==> config.mk <==
export PLATFORM = sky130hd
export DESIGN_NAME = ipc_top
export DESIGN_NICKNAME = d
export VERILOG_FILES = /design/src/include/ipc_pkg.sv /design/src/hdl/ipc_sync.sv /design/src/hdl/ipc_top.sv
export VERILOG_INCLUDE_DIRS = /design/src /design/src/include
export SDC_FILE = /design/constraint.sdc
export NUM_CORES = 1
export LEC_CHECK = 0
export BUFFER_PORTS_ARGS = -buffer_cell sky130_fd_sc_hd__buf_2
export CORE_MARGIN = 5
export CORE_UTILIZATION = 45
export CTS_CLUSTER_DIAMETER = 40
export CTS_CLUSTER_SIZE = 28
export DETAILED_ROUTE_END_ITERATION = 8
export HOLD_SLACK_MARGIN = 0.08
export PLACE_DENSITY = 0.83
export SLEW_MARGIN = 15
export SYNTH_ARGS = -nofsm -noshare
export SYNTH_HDL_FRONTEND = slang
export SYNTH_SLANG_ARGS = --single-unit
==> constraint.sdc <==
create_clock -name clk -period 4.34 [get_ports clk]
set_input_delay 0.868 -clock clk [delete_from_list [all_inputs] [get_ports clk]]
set_output_delay 0.868 -clock clk [all_outputs]
set_load 0.005 [all_outputs]
==> src/include/ipc_defines.svh <==
/*
 * Constants of the idle / power-down controller: register indexes, field positions,
 * reset values and timing counts.
 * Assumes a 200 MHz system clock and a word-per-register APB map.
 */
`ifndef IPC_DEFINES_SVH
`define IPC_DEFINES_SVH

// Bus geometry
`define IPC_ADDR_W          12
`define IPC_DATA_W          32

// Register indexes; byte address is four times the index
`define IPC_POWER_CONTROL_REG_IDX        8'h87
`define IPC_STAT_IDX        8'h90

// Power control register field positions
`define IPC_IDL_BIT         0
`define IPC_PD_BIT          1
`define IPC_UF0_BIT         2
`define IPC_UF1_BIT         3
`define IPC_POF_BIT         4

// Reset values
`define IPC_POWER_CONTROL_REG_RST        8'h10
`define IPC_SYNC_RST        3'h6

// Status register field positions
`define IPC_STAT_MODE_LSB   0
`define IPC_STAT_RAMBLK_BIT 8
`define IPC_STAT_RSTPIN_BIT 9

// Timing
`define IPC_CLK_PERIOD_PS   5000
`define IPC_RST_WIN_NS      40
`define IPC_RST_WIN_CYC     ((`IPC_RST_WIN_NS * 1000) / `IPC_CLK_PERIOD_PS)

`endif

==> src/include/ipc_pkg.sv <==
/*
 * Types of the idle / power-down controller: modes, bus carriers and the clock,
 * reset and access controls handed to the CPU core and peripherals.
 * Assumes ipc_defines.svh is on the include path.
 */
`include "ipc_defines.svh"

package ipc_pkg;

	typedef enum logic [2:0] {
		IPC_RUN,
		IPC_IDLE,
		IPC_PDOWN,
		IPC_PD_WAIT,
		IPC_RST_WIN,
		IPC_CORE_RST
	} ipc_mode_t;

	typedef struct packed {
		logic                     psel;
		logic                     penable;
		logic                     pwrite;
		logic [`IPC_ADDR_W-1:0]   paddr;
		logic [`IPC_DATA_W-1:0]   pwdata;
	} ipc_apb_req_t;

	typedef struct packed {
		logic                     pready;
		logic [`IPC_DATA_W-1:0]   prdata;
		logic                     pslverr;
	} ipc_apb_rsp_t;

	typedef struct packed {
		logic cpu_clk_en;
		logic periph_clk_en;
		logic osc_run;
		logic ram_access_en;
		logic ports_force_high;
		logic core_rst;
		logic pc_load_zero;
	} ipc_pwr_t;

	typedef struct packed {
		logic power_off_flag;
		logic user_flag_1;
		logic user_flag_0;
		logic powerdown_request_bit;
		logic idle_request_bit;
	} ipc_power_control_reg_t;

endpackage : ipc_pkg
==> src/hdl/ipc_sync.sv <==
/*
 * Three-flop synchroniser for pins; a change is taken once the second and third
 * flops agree.
 * Assumes the inputs are asynchronous to clk and held for several clock periods.
 */
`include "ipc_defines.svh"

module ipc_sync #(
	parameter int             W         = 3,
	parameter logic [W-1:0]   RESET_VAL = '0
) (
	input  wire logic         clk,
	input  wire logic         rst_b,
	input  wire logic [W-1:0] din,
	output      logic [W-1:0] dout
);
	typedef struct packed {
		logic [W-1:0] s1;
		logic [W-1:0] s2;
		logic [W-1:0] s3;
		logic [W-1:0] stable;
	} ipc_sync_st_t;

	ipc_sync_st_t q;
	ipc_sync_st_t next_q;

	// Shift chain; the first stage feeds only the second
	always_comb begin
		next_q    = q;
		next_q.s1 = din;
		next_q.s2 = q.s1;
		next_q.s3 = q.s2;
		for (int i = 0; i < W; i++) begin
			if (q.s2[i] == q.s3[i]) begin
				next_q.stable[i] = q.s3[i];
			end
		end
	end

	// State register
	always_ff @(posedge clk) begin
		if (!rst_b) begin
			q <= {RESET_VAL, RESET_VAL, RESET_VAL, RESET_VAL};
		end else begin
			q <= next_q;
		end
	end

	assign dout = q.stable;

endmodule : ipc_sync

==> src/hdl/ipc_top.sv <==
/*
 * Idle / power-down controller: power control register on APB, mode sequencer and
 * the clock, oscillator, RAM-access and port controls for the core.
 * Assumes the interrupt controller supplies enable levels on clk, the CPU gates
 * its clock with cpu_clk_en, and the reset pin and external interrupts are pins.
 */
`include "ipc_defines.svh"

module ipc_top (
	input  wire logic                  clk,
	input  wire logic                  rst_b,
	input  wire ipc_pkg::ipc_apb_req_t apb_req,
	output      ipc_pkg::ipc_apb_rsp_t apb_rsp,
	input  wire logic                  reset_pin,
	input  wire logic                  ext_irq0_n,
	input  wire logic                  ext_irq1_n,
	input  wire logic                  ext_irq0_en,
	input  wire logic                  ext_irq1_en,
	input  wire logic                  irq_wake_req,
	input  wire logic                  adc_idle_conv,
	input  wire logic                  adc_conv_done,
	output      ipc_pkg::ipc_pwr_t     pwr,
	output      ipc_pkg::ipc_mode_t    mode
);
	import ipc_pkg::*;

	localparam int WIN_CYC = `IPC_RST_WIN_CYC;
	localparam logic [3:0] WIN_LAST = 4'(WIN_CYC - 1);

	typedef struct packed {
		ipc_mode_t    state;
		ipc_power_control_reg_t    power_control_reg;
		logic [3:0]   win_cnt;
		ipc_apb_rsp_t rsp;
		ipc_pwr_t     pwr;
	} ipc_state_t;

	ipc_state_t q;
	ipc_state_t next_q;

	logic [2:0] pins_sync;
	logic       rstpin;
	logic       irq0_low;
	logic       irq1_low;
	logic       pd_wake;
	logic       pd_released;
	logic       acc_ok;
	logic       wr_power_control_reg;
	logic [7:0] power_control_reg_byte;

	// Byte address of a register index
	function automatic logic [`IPC_ADDR_W-1:0] ipc_addr(input logic [7:0] idx);
		ipc_addr = `IPC_ADDR_W'({idx, 2'b00});
	endfunction : ipc_addr

	// Reset pin and both external interrupts pass the pin synchroniser
	ipc_sync #(
		.W         (3),
		.RESET_VAL (`IPC_SYNC_RST)
	) u_sync (
		.clk   (clk),
		.rst_b (rst_b),
		.din   ({ext_irq1_n, ext_irq0_n, reset_pin}),
		.dout  (pins_sync)
	);

	assign rstpin      = pins_sync[0];
	assign irq0_low    = !pins_sync[1];
	assign irq1_low    = !pins_sync[2];
	assign pd_wake     = (irq0_low && ext_irq0_en) || (irq1_low && ext_irq1_en);
	assign pd_released = !(irq0_low && ext_irq0_en) && !(irq1_low && ext_irq1_en);
	assign acc_ok      = apb_req.psel && apb_req.penable && q.rsp.pready && !q.rsp.pslverr;
	assign wr_power_control_reg     = acc_ok && apb_req.pwrite
		&& (apb_req.paddr == ipc_addr(`IPC_POWER_CONTROL_REG_IDX));

	// Readback image of the power control register, idle in bit 0 and power-down in bit 1
	always_comb begin
		power_control_reg_byte                 = 8'h00;
		power_control_reg_byte[`IPC_IDL_BIT]   = q.power_control_reg.idle_request_bit;
		power_control_reg_byte[`IPC_PD_BIT]    = q.power_control_reg.powerdown_request_bit;
		power_control_reg_byte[`IPC_UF0_BIT]   = q.power_control_reg.user_flag_0;
		power_control_reg_byte[`IPC_UF1_BIT]   = q.power_control_reg.user_flag_1;
		power_control_reg_byte[`IPC_POF_BIT]   = q.power_control_reg.power_off_flag;
	end

	// Bus answer, mode sequencer and the derived controls
	always_comb begin
		next_q                  = q;
		next_q.rsp.pready       = 1'b0;
		next_q.rsp.pslverr      = 1'b0;
		// Setup phase prepares the answer for the first access edge
		if (apb_req.psel && !apb_req.penable && !q.rsp.pready) begin
			next_q.rsp.pready = 1'b1;
			next_q.rsp.prdata = 32'h0000_0000;
			if (apb_req.paddr == ipc_addr(`IPC_POWER_CONTROL_REG_IDX)) begin
				next_q.rsp.prdata[7:0] = power_control_reg_byte;
			end else if (apb_req.paddr == ipc_addr(`IPC_STAT_IDX)) begin
				next_q.rsp.prdata[`IPC_STAT_MODE_LSB +: 3] = q.state;
				next_q.rsp.prdata[`IPC_STAT_RAMBLK_BIT]    = !q.pwr.ram_access_en;
				next_q.rsp.prdata[`IPC_STAT_RSTPIN_BIT]    = rstpin;
			end else begin
				next_q.rsp.pslverr = 1'b1;
			end
		end
		// Flag bits with no mode effect follow the write
		if (wr_power_control_reg) begin
			next_q.power_control_reg.user_flag_0    = apb_req.pwdata[`IPC_UF0_BIT];
			next_q.power_control_reg.user_flag_1    = apb_req.pwdata[`IPC_UF1_BIT];
			next_q.power_control_reg.power_off_flag = apb_req.pwdata[`IPC_POF_BIT];
		end
		next_q.win_cnt = 4'h0;
		unique case (q.state)
			IPC_RUN: begin
				if (rstpin) begin
					next_q.state = IPC_CORE_RST;
				end else if (wr_power_control_reg && apb_req.pwdata[`IPC_PD_BIT]) begin
					// Power-down wins and idle is dropped so its exit lands in run
					next_q.power_control_reg.powerdown_request_bit = 1'b1;
					next_q.power_control_reg.idle_request_bit      = 1'b0;
					next_q.state                      = IPC_PDOWN;
				end else if (wr_power_control_reg && apb_req.pwdata[`IPC_IDL_BIT]) begin
					next_q.power_control_reg.idle_request_bit = 1'b1;
					next_q.state                 = IPC_IDLE;
				end
			end
			IPC_IDLE: begin
				if (rstpin) begin
					next_q.power_control_reg.idle_request_bit = 1'b0;
					next_q.state                 = IPC_RST_WIN;
				end else if (irq_wake_req || (adc_idle_conv && adc_conv_done)) begin
					next_q.power_control_reg.idle_request_bit = 1'b0;
					next_q.state                 = IPC_RUN;
				end
			end
			IPC_PDOWN: begin
				if (rstpin) begin
					next_q.power_control_reg.powerdown_request_bit = 1'b0;
					next_q.state                      = IPC_RST_WIN;
				end else if (pd_wake) begin
					next_q.power_control_reg.powerdown_request_bit = 1'b0;
					next_q.state                      = IPC_PD_WAIT;
				end
			end
			IPC_PD_WAIT: begin
				if (rstpin) begin
					next_q.state = IPC_RST_WIN;
				end else if (pd_released) begin
					next_q.state = IPC_RUN;
				end
			end
			IPC_RST_WIN: begin
				// Core runs briefly with RAM blocked before the internal reset
				next_q.win_cnt = q.win_cnt + 4'h1;
				if (q.win_cnt == WIN_LAST) begin
					next_q.state   = IPC_CORE_RST;
					next_q.win_cnt = 4'h0;
				end
			end
			IPC_CORE_RST: begin
				// Core SFRs except power_off_flag return to reset values; RAM is never touched
				next_q.power_control_reg.powerdown_request_bit = 1'b0;
				next_q.power_control_reg.idle_request_bit      = 1'b0;
				next_q.power_control_reg.user_flag_0           = 1'b0;
				next_q.power_control_reg.user_flag_1           = 1'b0;
				if (!rstpin) begin
					next_q.state = IPC_RUN;
				end
			end
		endcase
		// Controls follow the next mode so every one leaves a flop
		next_q.pwr.cpu_clk_en = (next_q.state == IPC_RUN) || (next_q.state == IPC_RST_WIN)
			|| (next_q.state == IPC_CORE_RST);
		next_q.pwr.periph_clk_en    = (next_q.state != IPC_PDOWN);
		next_q.pwr.osc_run          = (next_q.state != IPC_PDOWN);
		next_q.pwr.ram_access_en    = (next_q.state != IPC_RST_WIN);
		next_q.pwr.ports_force_high = (next_q.state == IPC_CORE_RST);
		next_q.pwr.core_rst         = (next_q.state == IPC_CORE_RST);
		next_q.pwr.pc_load_zero     = (q.state == IPC_CORE_RST)
			&& (next_q.state == IPC_RUN);
	end

	// State register; reset holds the core in its internal reset
	always_ff @(posedge clk) begin
		if (!rst_b) begin
			q                        <= '0;
			q.state                  <= IPC_CORE_RST;
			q.power_control_reg                   <= 5'(`IPC_POWER_CONTROL_REG_RST >> `IPC_IDL_BIT);
			q.pwr.cpu_clk_en         <= 1'b1;
			q.pwr.periph_clk_en      <= 1'b1;
			q.pwr.osc_run            <= 1'b1;
			q.pwr.ram_access_en      <= 1'b1;
			q.pwr.ports_force_high   <= 1'b1;
			q.pwr.core_rst           <= 1'b1;
		end else begin
			q <= next_q;
		end
	end

	assign apb_rsp = q.rsp;
	assign pwr     = q.pwr;
	assign mode    = q.state;
endmodule : ipc_top

# Yosys cells after proc, flatten, opt, wreduce, memory -nomap -nowiden
# Cells that the tools add are included.
[totals] ff_bits=41 in_bits=57 out_inout_bits=44 wordCells=110
[op_classes] n_addsub=1 eq_ne=20 mux=30 bitwise=3 reduce_logical=35
[op_table] op="3-bit two-way mux" n=13
[op_table] op="34-bit two-way mux" n=1
[op_table] op="12-bit by 10-bit == test with 1-bit output (second input constant)" n=2
[op_table] op="3-bit case mux with 6 select lines" n=1
[op_table] op="1-bit logical AND" n=14
[op_table] op="3-bit == test (second input constant)" n=4
[op_table] op="1-bit two-way mux" n=9
[op_table] op="3-bit by 2-bit != test with 1-bit output (second input constant)" n=3
[op_table] op="1-bit logical NOT" n=8
[op_table] op="2-bit two-way mux" n=4
[op_table] op="4-bit AND reduction" n=2
[op_table] op="3-bit by 2-bit == test with 1-bit output (second input constant)" n=2
[op_table] op="3-bit logical NOT" n=2
[op_table] op="3-bit != test (second input constant)" n=2
[op_table] op="1-bit case mux with 3 select lines" n=2
[op_table] op="3-bit nonzero test" n=2
[op_table] op="3-bit OR reduction" n=2
[op_table] op="4-bit by 1-bit adder with 4-bit output (second input constant)" n=1
[op_table] op="4-bit by 3-bit == test with 1-bit output (second input constant)" n=1
[op_table] op="1-bit logical OR" n=4
[op_table] op="2-bit != test (second input constant)" n=2
[op_table] op="1-bit == test" n=3
[op_table] op="3-bit by 1-bit == test with 1-bit output (second input constant)" n=1
[op_table] op="1-bit NOT" n=3
[op_table] op="2-bit OR reduction" n=1

# Longest topological paths before layout
# Gate-level depths: netlist of the first run.
[depth] word_depth=13 ltp_mapped=6 ltp_nobuf=6

# Modules after synthesis
# From an unflattened synthesis of the first run, not the netlist that was laid out.
[unflattened] cells_unflattened=217 hier_area_um2=1958.1
[modules_own_cells] mod="ipc_top" instances=1 cells_per_inst=183 area_each_um2=1580.3
[modules_own_cells] mod="ipc_sync" instances=1 cells_per_inst=34 area_each_um2=377.9

# Least setup slack after synthesis of the first run
# Ideal clock, no wire load.
[synth_path] path_type="input port to flip-flop" from="in apb_req[40] (netlist name)" to="reg pwr[4] (netlist name)" arrival_time_ps=2244 required_time_ps=4220 setup_slack_ps=1976 stages=5 path_buffers=0 cell_sequence="or4b_4 nor3_4 and4_1 o31ai_2 or2_1"
[synth_between] elab_chain_len=8 word_cells_on_any_way=9 classes_between="eq/ne: 2; mux: 4; reduce/logical: 3"
[synth_rtl] element="start: declaration" line="ipc_top.sv:12" rtl="input wire ipc_pkg::ipc_apb_req_t apb_req,"
[synth_rtl] element="12-bit by 10-bit == test with 1-bit output *" line="ipc_top.sv:74" rtl="&& (apb_req.paddr == ipc_addr(`IPC_POWER_CONTROL_REG_IDX));"
[synth_rtl] element="1-bit logical AND *" line="ipc_top.sv:73" rtl="assign wr_power_control_reg = acc_ok && apb_req.pwrite"
[synth_rtl] element="1-bit logical AND" line="ipc_top.sv:121" rtl="end else if (wr_power_control_reg && apb_req.pwdata[`IPC_IDL_BIT]) begin"
[synth_rtl] element="3-bit two-way mux" line="ipc_top.sv:121"
[synth_rtl] element="3-bit two-way mux *" line="ipc_top.sv:116" rtl="end else if (wr_power_control_reg && apb_req.pwdata[`IPC_PD_BIT]) begin"
[synth_rtl] element="3-bit two-way mux *" line="ipc_top.sv:114" rtl="if (rstpin) begin"
[synth_rtl] element="3-bit case mux with 6 select lines *" line="ipc_top.sv:112" rtl="unique case (q.state)"
[synth_rtl] element="3-bit by 2-bit != test with 1-bit output *" line="ipc_top.sv:174" rtl="next_q.pwr.osc_run = (next_q.state != IPC_PDOWN);"
# Every way passes the cells marked *; elsewhere a longest branch is shown, timed or not.
# A chain may end at the register's enable or synchronous reset.

# Worst setup path after layout of the first run
[layout_path] from="in apb_req[40] (netlist name)" to="reg pwr[4] (netlist name)"
[layout_between] elab_chain_len=8 word_cells_on_any_way=9 classes_between="eq/ne: 2; mux: 4; reduce/logical: 3"
[layout_rtl] element="12-bit by 10-bit == test with 1-bit output *" line="ipc_top.sv:74"
[layout_rtl] element="1-bit logical AND *" line="ipc_top.sv:73"
[layout_rtl] element="1-bit logical AND" line="ipc_top.sv:121"
[layout_rtl] element="3-bit two-way mux" line="ipc_top.sv:121"
[layout_rtl] element="3-bit two-way mux *" line="ipc_top.sv:116"
[layout_rtl] element="3-bit two-way mux *" line="ipc_top.sv:114"
[layout_rtl] element="3-bit case mux with 6 select lines *" line="ipc_top.sv:112"
[layout_rtl] element="3-bit by 2-bit != test with 1-bit output *" line="ipc_top.sv:174"
# Marked as above.

==> flow_summary.toml, run 1 <==
[status]
outcome = "finished, final reports clean"

[detailed_routing]
wire_per_inst_um = 12.1
drt-initial-drc-count = 73
final_antenna_net_count = 0
drt_wl_total_mm = 3.61
drc = 0
vias = 1485
dr.pass1.iters = 4
viasPerCell = 5.00

[synth]
synthTopCellsByArea = "dfxtp_1 40%, buf_4 18%, nand2b_1 3.9%, nor2_1 3.5%, a21oi_1 3.4%"
yosys_warnings = 0
synth_cell_type_count = 46
synth_edf_count = 0
syn_inst = 222
synth_ff_type = "dfxtp_1"
yosys.area.top_type = "dfxtp_1"
yosysSeqAreaShare_pct = 39.8
synth_top_area_share_pct = 39.8
async_flop_share_pct = 0
synthesis.area_mm2 = 0.00191
synth_seq_cells = 38
avgSynthCellArea_um2 = 8.61

[setup_path]
crit_family = "simple AND/OR/NAND/NOR gates"
worstPathArrival_ns = 2.71
path_cells = "buf_2 -> or4b_4 -> nor3_4 -> and4_1 -> o31ai_2 -> or2_1"
cp_max_fo = 18
critPathLaunchType = "input port"
cp_slowest_cell = "or4b_4"
crit_type = "input port to flip-flop"
endpoint_kind = "flip-flop"
path_buf_inv = 1
max_stage_delay_ns = 0.55
critPathRequiredTime_ns = 4.52

[cts]
cts_max_level = 2
postCtsSetupRepairBufs = 0
clock_latency_ns = 0.29
cts_hold_buffers = 0
cts_tree = "done"
ctsResizeCount = 0
clockBufferDepth = 2
clock-sinks = 38
numCtsBuffers = 5
cts.clk_slew.worst_paths_ns = 0.06
cts-root-buf = "clkbuf_8"

[place]
place_area_mm2 = 0.00194
post-place-ws_ns = 1.51
place_congestion = 0.785
io_buffers = 48
place_inst = 291
hpwlAfterDp_mm = 2.78

[grt]
busiest_layer = "met2"
antenna_found_initial = 0
grt_start_max_net_pins = 21
grt_use_met2_pct = 19.8
overflow = 0
grt.met1_usage_pct = 15.9
grt_util_all_layers_pct = 12.8
grt_pass1_vias = 1258
gr-usage-met3_pct = 5.21
grt_pass1_wl_mm = 5.47

[finish]
final_cells = 297
antenna_cells = 0
drive_gt1_share_pct = 24.7
area_growth_pct = 5.63
nets = 306
final_util_pct = 49.7
fin_area_mm2 = 0.00202

[die]
rows = 23
start_util_pct = 47.1
dieWidth_um = 75.2
io_pins = 101
core-area_mm2 = 0.00406
die_area_mm2 = 0.00565
die_h_um = 75.2

[timing]
slew_headroom_pct = 50.7
fin_skew_ns = 0.00222
drv_slew = 0
finalSetupTns_ns = 0
setup_viol = 0
setup_ws_ns = 1.81
fin_crit_sh_pct = 58.3
fin_crit_ns = 2.53
rsz0062_at_grt = "false"
whs_ns = 0.406
tightest_slew_ns = 0.738
clock.fmax_mhz = 395
hold_violations = 0

[worst_hold_path]
hold_path.class = "flip-flop to flip-flop"

[power]
clockPowerShare_pct = 33.8
switching_power_mw = 0.163
max-vdd-ir-drop_mv = 0.164
swShare_pct = 23.8
intPower_mw = 0.520
power_leakage_nw = 0.878
power_frac_seq_pct = 55.0
finalPower_mw = 0.683
powerDensity_mw_per_mm2 = 338
p_comb_share_pct = 11.1

[job]
maxCapViolCount = 0
[flip-flops by register name, summed over array words and instances, names as in the netlist]
| name | cells |
|---|---|
| u_sync.dout | 3 |
| u_sync.q | 3 |
| power_control_reg_byte | 5 |
| pwr | 5 |
| apb_rsp | 9 |
| u_sync.next_q | 6 |
| q | 4 |
| mode | 3 |
[kinds of logic after synthesis]
kind of cell,count (synthesis),synth area share (%)
xor+xnor,2,0.917
flops,38,39.8
mux,2,1.05
simple gates,89,25.7
other cells,1,0.196
fa+ha+maj,1,0.655
buf+inv,55,19.6
compound gates,34,12.0
[cell usage after synthesis (2+ instances only)]
master     n
inv_1      2
or3_1      2
nand4_1    2
nor3b_1    2
or3b_2     2
nand2_1   14
o21ai_0    4
o21bai_1   2
mux2i_1    2
a221oi_1   3
nor2_1    18
nand2b_1  12
nor4_1     3
buf_4     45
dfxtp_1   38
and2_1     4
a31oi_1    2
nand3_1   11
clkbuf_1   7
nor3_1     9
a21oi_1   13
[final timing paths]
| check | from | end | slack (ns) | cells past startpoint |
|---|---|---|---|---|
| setup / recovery | apb_req[40] | pwr[4] | 1.81 | 6 |
| hold / removal | u_sync.next_q[8] | u_sync.next_q[5] | 0.41 | 1 |
| setup reg to reg | mode[2] | pwr[3] | 2.58 | 5 |
| hold reg to reg | u_sync.next_q[8] | u_sync.next_q[5] | 0.41 | 1 |
[power by group through the flow]
stage | clock [mW] | combinational, mW | sequential [mW]
6_report | 0.231 | 0.0761 | 0.376
5_1_grt | 0.257 | 0.0853 | 0.377
4_1_cts | 0.239 | 0.0761 | 0.375
3_5_place_dp | 0 | 0.0758 | 0.383
3_3_place_gp | 0 | 0.0740 | 0.383
2_1_floorplan | 0 | 0.0793 | 0.376
[layout make-up]
| cell class | instances | area (um^2) |
|---|---|---|
| fill | 404 | 2040 |
| tap | 50 | 62.6 |
| inverter | 2 | 7.51 |
| sequential | 38 | 761 |
| multi-input combinational | 153 | 865 |
| timing repair buffer | 48 | 240 |
| clock buffer | 6 | 82.6 |
[cell usage in the layout (no fill, tap or decap), types with 2 or more instances in the layout]
master / instances
clkbuf_8: 6
or3b_2: 2
nor3b_1: 2
nor2_1: 18
a31oi_1: 2
nor3_1: 9
o21bai_1: 2
mux2i_1: 2
buf_2: 48
nand3_1: 11
nand2b_1: 12
nand4_1: 2
a221oi_1: 3
nand2_1: 14
conb_1: 25
a21oi_1: 13
or3_1: 2
dfxtp_1: 38
inv_1: 2
and2_1: 4
nor4_1: 3
o21ai_0: 4
[layer usage]
metal  vias up  wire length [um]
li1        755                 -
met1       668              1500
met2        55              1700
met3         7               355
met4         0                53
met5         -                 0
Note: power is estimated with default switching activity, not from simulation.
==> run 2, diff against run 1 <==
--- a/config.mk
+++ b/config.mk
@@ -6,6 +6,7 @@
 export SDC_FILE = /design/constraint.sdc
 export NUM_CORES = 1
 export LEC_CHECK = 0
+export ABC_AREA = 1
 export BUFFER_PORTS_ARGS = -buffer_cell sky130_fd_sc_hd__buf_2
 export CORE_MARGIN = 5
 export CORE_UTILIZATION = 45
==> constraint.sdc (replaced) <==
create_clock -name clk -period 2.4 [get_ports clk]
set_input_delay 0.48 -clock clk [delete_from_list [all_inputs] [get_ports clk]]
set_output_delay 0.48 -clock clk [all_outputs]
set_load 0.005 [all_outputs]
==> run 2 against run 1 <==
Clock skew is 0.0037 ns higher. Final area increased by 3.5%. Largest power group unchanged. Routed wire length down 1.6%.
==> flow_summary.toml, run 2 <==
[cts]
clock-sinks = 38
clockBufferDepth = 2
cts_tree = "done"
ctsResizeCount = 0
cts.clk_slew.worst_paths_ns = 0.07
clock_latency_ns = 0.29
cts-root-buf = "clkbuf_8"
cts_hold_buffers = 0
cts_max_level = 2
numCtsBuffers = 5
postCtsSetupRepairBufs = 0

[synth]
yosys.area.top_type = "dfxtp_1"
avgSynthCellArea_um2 = 7.39
yosysMostFrequentCell = "nand2_1"
synthMuxAreaShare_pct = 0
yosysSeqAreaShare_pct = 38.8
synth_top_family_by_area = "simple AND/OR/NAND/NOR gates"
async_flop_share_pct = 0
ys_top_cells_by_count = "50 x nand2_1, 44 x buf_4, 38 x dfxtp_1, 30 x inv_1, 28 x nor2_1"
synth_top_area_share_pct = 38.8
synth_seq_cells = 38
yosys.area_share.simple_pct = 28.0
syn_inst = 265
synthTopCellsByArea = "dfxtp_1 39%, buf_4 17%, nand2_1 9.6%, inv_1 5.7%, nor2_1 5.4%"
yosys_warnings = 0
synth_ff_type = "dfxtp_1"
synthesis.area_mm2 = 0.00196
synth_edf_count = 0
synth_compound_area_share_pct = 8.05
synth_cell_type_count = 30
synth_xor_area_share_pct = 0.447
synth_fa_ha_area_share_pct = 0.639

[setup_path]
cp_slowest_cell = "dfxtp_1"
rr_worst_depth = 6
crit_type = "flip-flop to flip-flop"
max_stage_delay_ns = 0.37
worstPathArrival_ns = 1.64
r2r_setup_slack_ns = 0.94
critPathLaunchType = "flip-flop"
critPathRequiredTime_ns = 2.58
path_cells = "nor3_2 -> inv_1 -> a211oi_1 -> nand3_1 -> nand2_1 -> nor2_1"
endpoint_kind = "flip-flop"
worstSetupPathDepth = 6
r2r_start = "mode[2]"
cp_max_fo = 6
r2r-end = "power_control_reg_byte[0]"
path_buf_inv = 1
crit_family = "simple AND/OR/NAND/NOR gates"

[timing]
setup_ws_ns = 0.944
fin_crit_ns = 1.46
finalSetupTns_ns = 0
fin_skew_ns = 0.00588
drv_slew = 0
clock.fmax_mhz = 687
setup_viol = 0
fin_crit_sh_pct = 60.6
rsz0062_at_grt = "false"
hold_violations = 0

[detailed_routing]
viasPerCell = 4.37
drt_wl_total_mm = 3.55
wire_per_inst_um = 10.2
drc = 0
final_antenna_net_count = 0
vias = 1522
drt-initial-drc-count = 90
dr.pass1.iters = 4

[worst_hold_path]
hold_path.class = "input port to flip-flop"
worstHoldStart = "reset_pin"
whs_endpoint = "u_sync.next_q[6]"
holdPathStages = 3

[finish]
area_growth_pct = 6.64
final_common_cell = "nand2_1"
antenna_cells = 0
layout_common_cells = "50 x nand2_1, 48 x buf_2, 38 x dfxtp_1"
final_util_pct = 48.7
largest_reg_flops = 9
nets = 354
fin_area_mm2 = 0.00209
final_cells = 348
drive_gt1_share_pct = 24.7

[die]
core-area_mm2 = 0.00429
die_area_mm2 = 0.00577
rows = 24
start_util_pct = 45.6
dieWidth_um = 76.0
die_h_um = 76.0
io_pins = 101

[place]
place_inst = 341
io_buffers = 48
place_congestion = 0.845
place_area_mm2 = 0.00201
hpwlAfterDp_mm = 2.85
post-place-ws_ns = 0.657

[grt]
grt_pass1_wl_mm = 6.00
grt_util_all_layers_pct = 12.5
grt_start_max_net_pins = 21
grt_pass1_vias = 1430
overflow = 0
antenna_found_initial = 0

[power]
max-vdd-ir-drop_mv = 0.433
powerDensity_mw_per_mm2 = 583
power_leakage_nw = 1.11

[job]
maxCapViolCount = 0

[status]
outcome = "finished, final reports clean"
-- run 2: changes by cell type in the layout (fill, tap and decap cells not counted), sizes merged, moves of 3 or more --
cell | before | now
and2 | 4 | 0
inv | 2 | 31
o21ai | 4 | 10
or2 | 1 | 7
nand2b | 12 | 0
a221oi | 3 | 0
nand2 | 14 | 53
nor2 | 18 | 32
nor4 | 3 | 0
o221ai | 0 | 3
-- run 2: stage by stage --
stage	hold WS, ns	total power, mW
6_report	0.375	1.22
5_1_grt	0.364	1.29
4_1_cts	0.369	1.23
3_5_place_dp	0.400	0.833
3_3_place_gp	0.395	0.829
2_1_floorplan	0.390	0.825
-- run 2: logic make-up (layout without fill, tap and decap cells) --
kind of cell	after synthesis	after routing
buffers and inverters	80	87
other	1	25
XOR/XNOR	1	1
flip-flops	38	38
adder cells (fa/ha/maj)	1	1
AND/OR/NAND/NOR	116	116
AO/OA/AOI/OAI	28	28
-- run 2: where the power goes --
part | switching (mW) | total [mW] | internal [mW]
combinational | 0.0851 | 0.146 | 0.0605
clock | 0.204 | 0.399 | 0.195
sequential | 0.0155 | 0.673 | 0.658
total | 0.305 | 1.22 | 0.913
-- run 2: layer usage --
metal	global-route usage (%)	routed length, um
met5	0	0
met1	12.8	1420
met3	4.37	262
met2	22.5	1810
met4	6.05	50
-- run 2: final cells by class --
class,instances,area (um^2)
clock buffers,5,68.8
clock inverters,2,10.0
fillers,442,2200
inverters,31,116
multi-input cells,171,821
flip-flops and latches,38,761
well taps,52,65.1
repair buffers,49,248
-- run 2: how the worst max path moves through the flow --
| stage | startpoint | endpoint | slack [ns] |
|---|---|---|---|
| floorplan | apb_req[33] | pwr[4] | 0.92 |
| CTS | mode[2] | pwr[6] | 0.95 |
| global placement | apb_req[33] | pwr[4] | 0.66 |
| detailed placement | apb_req[33] | pwr[4] | 0.66 |
| global route | mode[2] | power_control_reg_byte[0] | 0.73 |
| finish | mode[2] | power_control_reg_byte[0] | 0.94 |
-- run 2: worst reg2reg max path, cell delays in order (launching register included) --
cell	delay, ns
dfxtp_1	0.37
nor3_2	0.34
inv_1	0.10
a211oi_1	0.32
nand3_1	0.11
nand2_1	0.08
nor2_1	0.04
==> run 3, diff against run 2 <==
--- a/config.mk
+++ b/config.mk
@@ -9,12 +9,12 @@
 export ABC_AREA = 1
 export BUFFER_PORTS_ARGS = -buffer_cell sky130_fd_sc_hd__buf_2
 export CORE_MARGIN = 5
-export CORE_UTILIZATION = 45
+export CORE_UTILIZATION = 41
 export CTS_CLUSTER_DIAMETER = 40
 export CTS_CLUSTER_SIZE = 28
 export DETAILED_ROUTE_END_ITERATION = 8
 export HOLD_SLACK_MARGIN = 0.08
-export PLACE_DENSITY = 0.83
+export PLACE_DENSITY = 0.79
 export SLEW_MARGIN = 15
 export SYNTH_ARGS = -nofsm -noshare
 export SYNTH_HDL_FRONTEND = slang
==> constraint.sdc (replaced) <==
create_clock -name clk -period 1.2 [get_ports clk]
set_input_delay 0.24 -clock clk [delete_from_list [all_inputs] [get_ports clk]]
set_output_delay 0.24 -clock clk [all_outputs]
set_load 0.005 [all_outputs]
==> run 3 against run 2 <==
The flow now finishes with violations (negative setup slack). Clock power grew 120%. Fmax grew 4.9%. First-iteration DRC count shrank 64%. Clock skew increased by 0.0015 ns. Final area grew 20%. Cell count rose by 9.5%. Sequential share of layout area down 5.6 points. Global-route usage grew 1.7 points. Setup slack worse by 1.1 ns. Critical path depth up 1. Combinational power grew to 3.0 times the previous value. Register-to-register slack got worse by 1.1 ns. Largest cell class unchanged. Highest routed layer unchanged.
==> flow_summary.toml, run 3 (synthesis results as in run 2) <==
[status]
outcome = "finished with violations"
violations = "negative setup slack"

[timing]
whs_ns = 0.127
fin_crit_sh_pct = 116
hold_violations = 0
finalSetupTns_ns = -1.18
fin_crit_ns = 1.39
clock.fmax_mhz = 721
drv_slew = 0
setup_viol = 12
rsz0062_at_grt = "true"
setup_ws_ns = -0.187
fin_skew_ns = 0.00736

[power]
powerDensity_mw_per_mm2 = 1070
power_leakage_nw = 1.29
max-vdd-ir-drop_mv = 0.716

[cts]
cts_max_level = 2
cts.clk_slew.worst_paths_ns = 0.07
cts_hold_buffers = 0
clock_latency_ns = 0.29
cts_tree = "done"
clock-sinks = 38
numCtsBuffers = 5
clockBufferDepth = 2
cts-root-buf = "clkbuf_8"

[die]
dieWidth_um = 79.1
die_h_um = 79.1
start_util_pct = 41.8
core-area_mm2 = 0.00469
io_pins = 101
rows = 25
die_area_mm2 = 0.00626

[worst_hold_path]
hold_path.class = "input port to flip-flop"

[grt]
grt_util_all_layers_pct = 14.3
grt_pass1_vias = 1713
grt_pass1_wl_mm = 7.12
antenna_found_initial = 0
grt_start_max_net_pins = 20
overflow = 0

[place]
io_buffers = 48
place_congestion = 0.855
place_inst = 366
hpwlAfterDp_mm = 3.30

[detailed_routing]
viasPerCell = 4.52
top_layer_used = "met4"
drt-initial-drc-count = 32
wire_per_inst_um = 11.7
dr.pass1.iters = 4
met2_length_mm = 2.45
drc = 0
final_antenna_net_count = 0
drt_wl_total_mm = 4.47
vias = 1724
route.met3.wl_um = 264
wl_met1_mm = 1.70

[finish]
area_growth_pct = 28.4
multiInputGateArea_um2 = 957
largest_reg_flops = 9
nFillCells = 462
register_area_um2 = 774
final_cells = 381
drive_gt1_share_pct = 43.7
antenna_cells = 0
layout_common_cells = "47 x buf_2, 45 x nand2_1, 31 x dfxtp_1"
final_common_cell = "buf_2"
nets = 384

[setup_path]
worstPathArrival_ns = 1.56
cp_slowest_cell = "dfxtp_2"
path_cells = "buf_4 -> nand2_1 -> inv_2 -> nor2_4 -> nand4_1 -> a21oi_2 -> nand2_1"
crit_type = "flip-flop to flip-flop"
endpoint_kind = "flip-flop"
max_stage_delay_ns = 0.35
cp_max_fo = 3
cpMostUsedCell = "nand2_1"
critPathLaunchType = "flip-flop"
critPathRequiredTime_ns = 1.37

[job]
maxCapViolCount = 0
## run 3: changes by cell type in the layout (fill, tap and decap cells not counted), moves of 3 or more
| cell | delta |
|---|---|
| nor2_1 | -6 |
| nand2_2 | +3 |
| inv_1 | -8 |
| buf_4 | +24 |
| nand2_1 | -5 |
| a21oi_1 | -4 |
| a21oi_2 | +4 |
| nor2_4 | +5 |
| inv_2 | +5 |
| buf_6 | +7 |
| inv_4 | +3 |
| nor3_1 | -4 |
| dfxtp_2 | +5 |
| dfxtp_1 | -7 |
## run 3: per-layer routing
metal	global-route usage, %	up-vias
li1	-	886
met1	13.7	794
met2	28.0	39
met3	4.31	5
met4	5.33	0
met5	0	-
## run 3: worst max-delay path: cells and delay by family (launching register included)
family,cells,cell delay [ns]
AND/OR/NAND/NOR,4,0.51
flip-flops,1,0.35
AO/OA/AOI/OAI,1,0.21
buffers and inverters,2,0.20
## run 3: repair_timing
| item | CTS | global route |
|---|---|---|
| setup buffers | 3 | 5 |
| pin swaps | 15 | 8 |
| setup endpoints to repair | 15 | 18 |
| gates resized for setup | 34 | 16 |
## run 3: worst paths after layout
| kind | start | endpoint | slack (ns) | depth (start not counted) |
|---|---|---|---|---|
| max reg2reg | mode[2] | pwr[4] | -0.19 | 7 |
| min | reset_pin | u_sync.next_q[6] | 0.13 | 3 |
| max | mode[2] | pwr[4] | -0.19 | 7 |
| min reg2reg | u_sync.next_q[7] | u_sync.next_q[4] | 0.42 | 1 |
## run 3: metrics by stage
stage	cell area [um^2]	utilization [%]	total power [mW]	worst slack, ns
finish	2520	53.6	2.68	-0.187
global route	2520	53.6	2.82	-0.259
CTS	2440	51.9	2.67	-0.104
detailed placement	2220	47.2	1.74	-0.284
global placement	2220	47.2	1.72	-0.251
floorplan	2080	-	1.66	-0.00908
## run 3: cell type report
class                           instances  area share [%]
Clock inverter                          1           0.199
Sequential cell                        38            30.8
Clock buffer                            7            3.43
Inverter                               31            4.92
Tap cell                               54            2.69
Multi-Input combinational cell        171            38.0
Timing Repair Buffer                   79            19.9
## run 3: where the power goes
group	switching [mW]	total [mW]	internal, mW
registers	0.0339	1.35	1.31
logic	0.232	0.442	0.211
clock network	0.426	0.889	0.463
total	0.691	2.68	1.99
